File: src/logic/psrow_pkg.sv
// psrow_pkg: offsets, field layouts and reset values of the production
// signature row bank.
// assumes a byte-indexed map, each byte held in one aligned 32-bit word.
package psrow_pkg;

  localparam int unsigned PSROW_IDX_W = 6;
  localparam int unsigned PSROW_DEPTH = 64;

  // register indices as printed; byte address is four times the index
  localparam logic [5:0] PSROW_LOT_ID_BYTE1 = 6'h09;
  localparam logic [5:0] PSROW_LOT_ID_BYTE2 = 6'h0a;
  localparam logic [5:0] PSROW_LOT_ID_BYTE3 = 6'h0b;
  localparam logic [5:0] PSROW_LOT_ID_BYTE4 = 6'h0c;
  localparam logic [5:0] PSROW_LOT_ID_BYTE5 = 6'h0d;
  localparam logic [5:0] PSROW_WAFER_ID = 6'h10;
  localparam logic [5:0] PSROW_DIE_X_LOW = 6'h12;
  localparam logic [5:0] PSROW_DIE_X_HIGH = 6'h13;
  localparam logic [5:0] PSROW_DIE_Y_LOW = 6'h14;
  localparam logic [5:0] PSROW_DIE_Y_HIGH = 6'h15;
  localparam logic [5:0] PSROW_USB_PAD_TRIM_LOW = 6'h1a;
  localparam logic [5:0] PSROW_USB_PAD_TRIM_HIGH = 6'h1b;
  localparam logic [5:0] PSROW_USB_OSC_TRIM = 6'h1c;
  localparam logic [5:0] PSROW_ADC_A_TRIM_LOW = 6'h20;
  localparam logic [5:0] PSROW_ADC_A_TRIM_HIGH = 6'h21;
  localparam logic [5:0] PSROW_ADC_B_TRIM_LOW = 6'h24;
  localparam logic [5:0] PSROW_ADC_B_TRIM_HIGH = 6'h25;
  localparam logic [5:0] PSROW_TEMP_REF_LOW = 6'h2e;
  localparam logic [5:0] PSROW_TEMP_REF_HIGH = 6'h2f;

  // field layouts
  localparam logic [7:0] PSROW_WAFER_MASK = 8'h1f;
  localparam logic [7:0] PSROW_TEMP_HIGH_MASK = 8'h0f;
  localparam logic [31:0] PSROW_READ_ZERO = 32'h0000_0000;
  localparam logic [7:0] PSROW_BYTE_ZERO = 8'h00;

  // bus side carrier
  typedef struct packed {
    logic [7:0] address;
    logic read;
    logic write;
    logic [31:0] writedata;
    logic [3:0] byteenable;
  } psrow_req_t;

  typedef struct packed {
    logic [31:0] readdata;
    logic waitrequest;
    logic [1:0] response;
  } psrow_rsp_t;

  localparam logic [1:0] PSROW_RESP_OKAY = 2'h0;
  localparam logic [1:0] PSROW_RESP_SLVERR = 2'h2;

  typedef enum logic [1:0] {
    PSROW_ST_IDLE = 2'b01,
    PSROW_ST_DONE = 2'b10
  } psrow_state_t;

endpackage : psrow_pkg

File: src/logic/psrow_bank.sv
// psrow_bank: read-only production signature bank on an avalon-mm slave.
// assumes a master that holds its request until waitrequest is low.
//
// The Avalon-MM interface to the registers was chosen for this implementation.
`timescale 1ns/1ps
`default_nettype none

// Summary of operation
// - five lot bytes at consecutive offsets
// - wafer byte, top three bits zero
// - die x and y, two bytes each
// - holds 48 mhz oscillator trim byte
// - twelve-bit temperature reference, low byte first
module psrow_bank
  import psrow_pkg::*;
#(
  parameter logic [8*PSROW_DEPTH-1:0] FACTORY_IMAGE = '0
) (
  input wire logic i_clock,
  input wire logic i_reset,
  input wire logic [7:0] i_address,
  input wire logic i_read,
  input wire logic i_write,
  input wire logic [31:0] i_writedata,
  input wire logic [3:0] i_byteenable,
  output logic [31:0] o_readdata,
  output logic o_waitrequest,
  output logic [1:0] o_response,
  output logic o_write_seen
);

  ////////////////////////////////////////////////////////////////////////
  typedef struct packed {
    psrow_state_t state;
    logic [31:0] readdata;
    logic waitrequest;
    logic [1:0] response;
    logic write_seen;
  } psrow_regs_t;

  psrow_regs_t state_reg;
  psrow_regs_t state_next;
  psrow_req_t req;
  logic mapped;
  logic [7:0] rom_byte;
  logic aligned;

  assign req.address = i_address;
  assign req.read = i_read;
  assign req.write = i_write;
  assign req.writedata = i_writedata;
  assign req.byteenable = i_byteenable;
  assign aligned = (req.address[1:0] == 2'b00);

  ////////////////////////////////////////////////////////////////////////
  // lot, wafer, die and trim bytes
  psrow_rom #(
    .FACTORY_IMAGE(FACTORY_IMAGE)
  ) u_rom (
    .i_index(req.address[7:2]),
    .o_mapped(mapped),
    .o_byte(rom_byte)
  );

  ////////////////////////////////////////////////////////////////////////
  // one wait cycle, then answer; read data registered so outputs are flops
  always_comb begin
    state_next = state_reg;
    state_next.waitrequest = 1'b1;
    unique case (state_reg.state)
      PSROW_ST_IDLE: begin
        if (req.read || req.write) begin
          state_next.state = PSROW_ST_DONE;
          state_next.waitrequest = 1'b0;
          state_next.response = PSROW_RESP_OKAY;
          state_next.readdata = PSROW_READ_ZERO;
          if (!(mapped && aligned)) begin
            state_next.response = PSROW_RESP_SLVERR;
          end else if (req.read) begin
            // byte 0 least significant, own word each
            state_next.readdata = {24'h00_0000, rom_byte};
          end
          if (req.write) begin
            state_next.write_seen = 1'b1;
          end
        end
      end
      PSROW_ST_DONE: begin
        state_next.state = PSROW_ST_IDLE;
      end
    endcase
  end

  always_ff @(posedge i_clock) begin
    if (i_reset) begin
      state_reg.state <= PSROW_ST_IDLE;
      state_reg.readdata <= PSROW_READ_ZERO;
      state_reg.waitrequest <= 1'b1;
      state_reg.response <= PSROW_RESP_OKAY;
      state_reg.write_seen <= 1'b0;
    end else begin
      state_reg <= state_next;
    end
  end

  assign o_readdata = state_reg.readdata;
  assign o_waitrequest = state_reg.waitrequest;
  assign o_response = state_reg.response;
  assign o_write_seen = state_reg.write_seen;

endmodule : psrow_bank
`default_nettype wire

File: src/logic/psrow_rom.sv
// psrow_rom: factory byte store, one masked byte per index.
// assumes factory values arrive as parameters; content is fixed.
`timescale 1ns/1ps
`default_nettype none
module psrow_rom
  import psrow_pkg::*;
#(
  parameter logic [8*PSROW_DEPTH-1:0] FACTORY_IMAGE = '0
) (
  input wire logic [PSROW_IDX_W-1:0] i_index,
  output logic o_mapped,
  output logic [7:0] o_byte
);

  logic [7:0] rom [PSROW_DEPTH];
  logic [7:0] mask;

  always_comb begin
    for (int k = 0; k < PSROW_DEPTH; k++) begin
      rom[k] = FACTORY_IMAGE[8*k +: 8];
    end
  end

  always_comb begin
    o_mapped = 1'b1;
    mask = 8'hff;
    unique case (i_index)
      PSROW_LOT_ID_BYTE1, PSROW_LOT_ID_BYTE2, PSROW_LOT_ID_BYTE3,
      PSROW_LOT_ID_BYTE4, PSROW_LOT_ID_BYTE5: mask = 8'hff;
      PSROW_WAFER_ID: mask = PSROW_WAFER_MASK;
      PSROW_DIE_X_LOW, PSROW_DIE_X_HIGH,
      PSROW_DIE_Y_LOW, PSROW_DIE_Y_HIGH: mask = 8'hff;
      PSROW_USB_PAD_TRIM_LOW, PSROW_USB_PAD_TRIM_HIGH,
      PSROW_USB_OSC_TRIM: mask = 8'hff;
      PSROW_ADC_A_TRIM_LOW, PSROW_ADC_A_TRIM_HIGH,
      PSROW_ADC_B_TRIM_LOW, PSROW_ADC_B_TRIM_HIGH: mask = 8'hff;
      PSROW_TEMP_REF_LOW: mask = 8'hff;
      PSROW_TEMP_REF_HIGH: mask = PSROW_TEMP_HIGH_MASK;
      default: begin
        o_mapped = 1'b0;
        mask = PSROW_BYTE_ZERO;
      end
    endcase
    o_byte = rom[i_index] & mask;
  end

endmodule : psrow_rom
`default_nettype wire

File: config.mk
export PLATFORM = sky130hd
export DESIGN_NAME = psrow_bank
export DESIGN_NICKNAME = d
export VERILOG_FILES = /design/src/logic/psrow_pkg.sv /design/src/logic/psrow_bank.sv /design/src/logic/psrow_rom.sv
export SDC_FILE = /design/constraint.sdc
export NUM_CORES = 1
export LEC_CHECK = 0
export ABC_AREA = 1
export BUFFER_PORTS_ARGS = -buffer_cell sky130_fd_sc_hd__buf_2
export CAP_MARGIN = 20
export CORE_MARGIN = 10
export CORE_UTILIZATION = 28
export CTS_CLUSTER_DIAMETER = 80
export DETAILED_ROUTE_END_ITERATION = 6
export PLACE_DENSITY = 0.78
export SLEW_MARGIN = 5
export SYNTH_ARGS = -nofsm -noshare
export SYNTH_HDL_FRONTEND = slang
export SYNTH_SLANG_ARGS = --single-unit
File: constraint.sdc
create_clock -name i_clock -period 1 [get_ports i_clock]
set_input_delay 0.15 -clock i_clock [delete_from_list [all_inputs] [get_ports i_clock]]
set_output_delay 0.15 -clock i_clock [all_outputs]
set_load 0.02 [all_outputs]
==> metrics <==
WHS 0.140 ns; Final Cycle Share 88.4%; Port-buffer cells 14; detailed-route wire length per cell 9.29 µm; syn_area_per_cell 6.65 µm²; max-cap viol count 0; unrepaired setup endpoints after global routing no; Syn. warnings 0; Post-synth EDFFs 0; total number of vias 398; Peak supply drop 0.630 mV; adder-cell area share of the yosys netlist 0%; overall routing resource usage 5.28%; Die Ht 64.1 µm; Die W 64.1 µm; Clock Latency Late Sink 0.24 ns; Num CTS Buffers 3; register area share after synthesis 18.3%; final global-route overflow total 0; Finished Cell Area 538 µm²; simple-gate share of the synthesized area 21.8%; final setup fails 0; Primary FF master, synth dfxtp_1; r2r worst-path depth 7; Post-CTS Setup Bufs 0; HPWL after DPL 1070 µm; HP Class in -> reg; Post-Syn Instances 82; Area contributors post-synth buf_4 (47%), dfxtp_1 (18%), nand2_1 (9.6%); CP Class reg -> reg; Mapped Area 546 µm²; clock-pin slew on the worst setup and hold paths 0.04 ns; Fin. Hold Viols 0; GP Congestion 0.712; Lkg Pwr 0.341 nW; worst path arrival time 1.01 ns; P_int 0.419 mW; max reg flops 2; Die ar. 0.00411 mm²; CP required 1.13 ns; Clk network pwr share 33.4%; share of power burned in registers 32.6%; Placeable Area 0.00178 mm²; Initial DRC Count 9; Yosys reg bits 5; count leader, synth buf_4; largest family of logic cells by synthesized area buffers and inverters; number of gates resized after cts 0; final setup TNS 0 ns; drt total wl 1140 µm; Synth Area in Compound Gates 5.50%; final count of pins violating max slew 0; ANT cells 0; Psw 0.274 mW; worst hold path stage count 3; Crit path top cell by count nor2_1; crit path time final 0.884 ns; DRT Pass-1 Iters 2; CTS tree yes; outcome finished clean; first-pass GRT wire length 1730 µm; Detail Route Antenna Nets 0; largest net degree at the start of global routing 5; H-tree depth 1; Root Buffer clkbuf_4; Area after DPL 512 µm²; Layout area overhead -1.38%; Net Sw Frac 39.6%; num rows 15; Setup Skew 0.00252 ns; Synth top area share 46.8%; fmax 1130 MHz; most frequent cells after synthesis buf_4 (34), nand2_1 (14), inv_1 (7), nor2_1 (7), dfxtp_1 (5); number of global-route vias before repair 406; ys async rst share 0%; hold-fix buffer count after cts 0; multiplexer share of the synthesized area 0%; distinct cell type count after synthesis 16; Initial Utilization 30.6%; clock buffer depth 2; Worst path slowest cell dfxtp_1; share of layout cells above drive strength 1 24.5%; Power Dens Cells 1290 mW/mm²; Critical Path End Type flop; crit path cell chain inv_2, nor2_4, nand2_2, nor2_1, nand2_1, nor2_1, nor2_1; logic gate share of total power 34.0%; initial antenna violation count 0; Crit Path Max Fanout 2; Vias/cell 3.24; I/O pin count 84; DR DRC count 0; area leader, netlist buf_4; Worst path max stage delay 0.31 ns; final net count 147; Critical Path Start Type flop; CTS sink cnt 5; xor and xnor fraction of the mapped netlist area 0%
-- kinds of logic after synthesis --
logic type	count (synthesis)
buffers and inverters	44
and+or+nand+nor	27
AOI/OAI and AO/OA	5
DFF	5
other	1
-- path summary, 6_finish.rpt --
path / startpoint / endpoint / slack [ns]
worst max-delay path: state_reg[36] / o_response[1] / 0.12
worst min-delay path: i_reset / state_reg[36] / 0.14
worst max register to register: state_reg[36] / o_response[1] / 0.12
worst min register to register: o_write_seen / o_write_seen / 0.46
-- routing by layer --
layer,share of wire (%),GRT usage [%]
met1,34,4.28
met2,49,8.33
met3,16,6.45
met4,0,0.802
met5,0,0
-- metrics by stage --
| stage | instances | worst slack (ns) | util (%) | total power [mW] |
|---|---|---|---|---|
| 2_1_floorplan | 114 | 0.167 | - | 0.516 |
| 3_3_place_gp | 119 | 0.126 | 28.7 | 0.455 |
| 3_5_place_dp | 119 | 0.114 | 28.7 | 0.460 |
| 4_1_cts | 123 | 0.105 | 30.2 | 0.701 |
| 5_1_grt | 123 | 0.00859 | 30.2 | 0.751 |
| 6_report | 123 | 0.116 | 30.2 | 0.694 |
-- power by group through the flow --
| stage | combinational (mW) | sequential, mW | clock [mW] |
|---|---|---|---|
| 4_1_cts | 0.231 | 0.226 | 0.244 |
| 3_5_place_dp | 0.230 | 0.229 | 0 |
| 2_1_floorplan | 0.279 | 0.237 | 0 |
| 3_3_place_gp | 0.226 | 0.229 | 0 |
| 6_report | 0.236 | 0.226 | 0.232 |
| 5_1_grt | 0.261 | 0.228 | 0.262 |
-- final cells by class --
| cell class | instances | area (µm²) |
|---|---|---|
| Sequential cell | 5 | 100 |
| Timing Repair Buffer | 14 | 70.1 |
| Inverter | 10 | 37.5 |
| Multi-Input combinational cell | 65 | 273 |
| Clock buffer | 4 | 26.3 |
| Fill cell | 220 | 1240 |
| Tap cell | 25 | 31.3 |
-- worst max-delay path: cells and delay by family, from the launching register on --
family / cells / cell delay, ns
AND/OR/NAND/NOR: 6 / 0.40
buffers and inverters: 1 / 0.05
flip-flops: 1 / 0.31
-- cells in the final DEF (no fill, tap or decap) --
| cell type | netlist | final |
|---|---|---|
| a21oi_1 | 1 | 1 |
| nand2_2 | 2 | 2 |
| clkbuf_4 | 0 | 3 |
| inv_1 | 7 | 7 |
| a21boi_1 | 1 | 1 |
| nor2_2 | 1 | 1 |
| o21ai_1 | 1 | 1 |
| clkbuf_1 | 0 | 1 |
| nor2_4 | 1 | 1 |
| conb_1 | 1 | 33 |
| buf_2 | 0 | 14 |
| inv_2 | 3 | 3 |
| dfxtp_1 | 5 | 5 |
| nand3_1 | 2 | 2 |
| o21a_1 | 1 | 1 |
| nor2_1 | 7 | 7 |
| o21ai_0 | 1 | 1 |
| nand2_1 | 14 | 14 |
(Power assumes the default switching activity.)
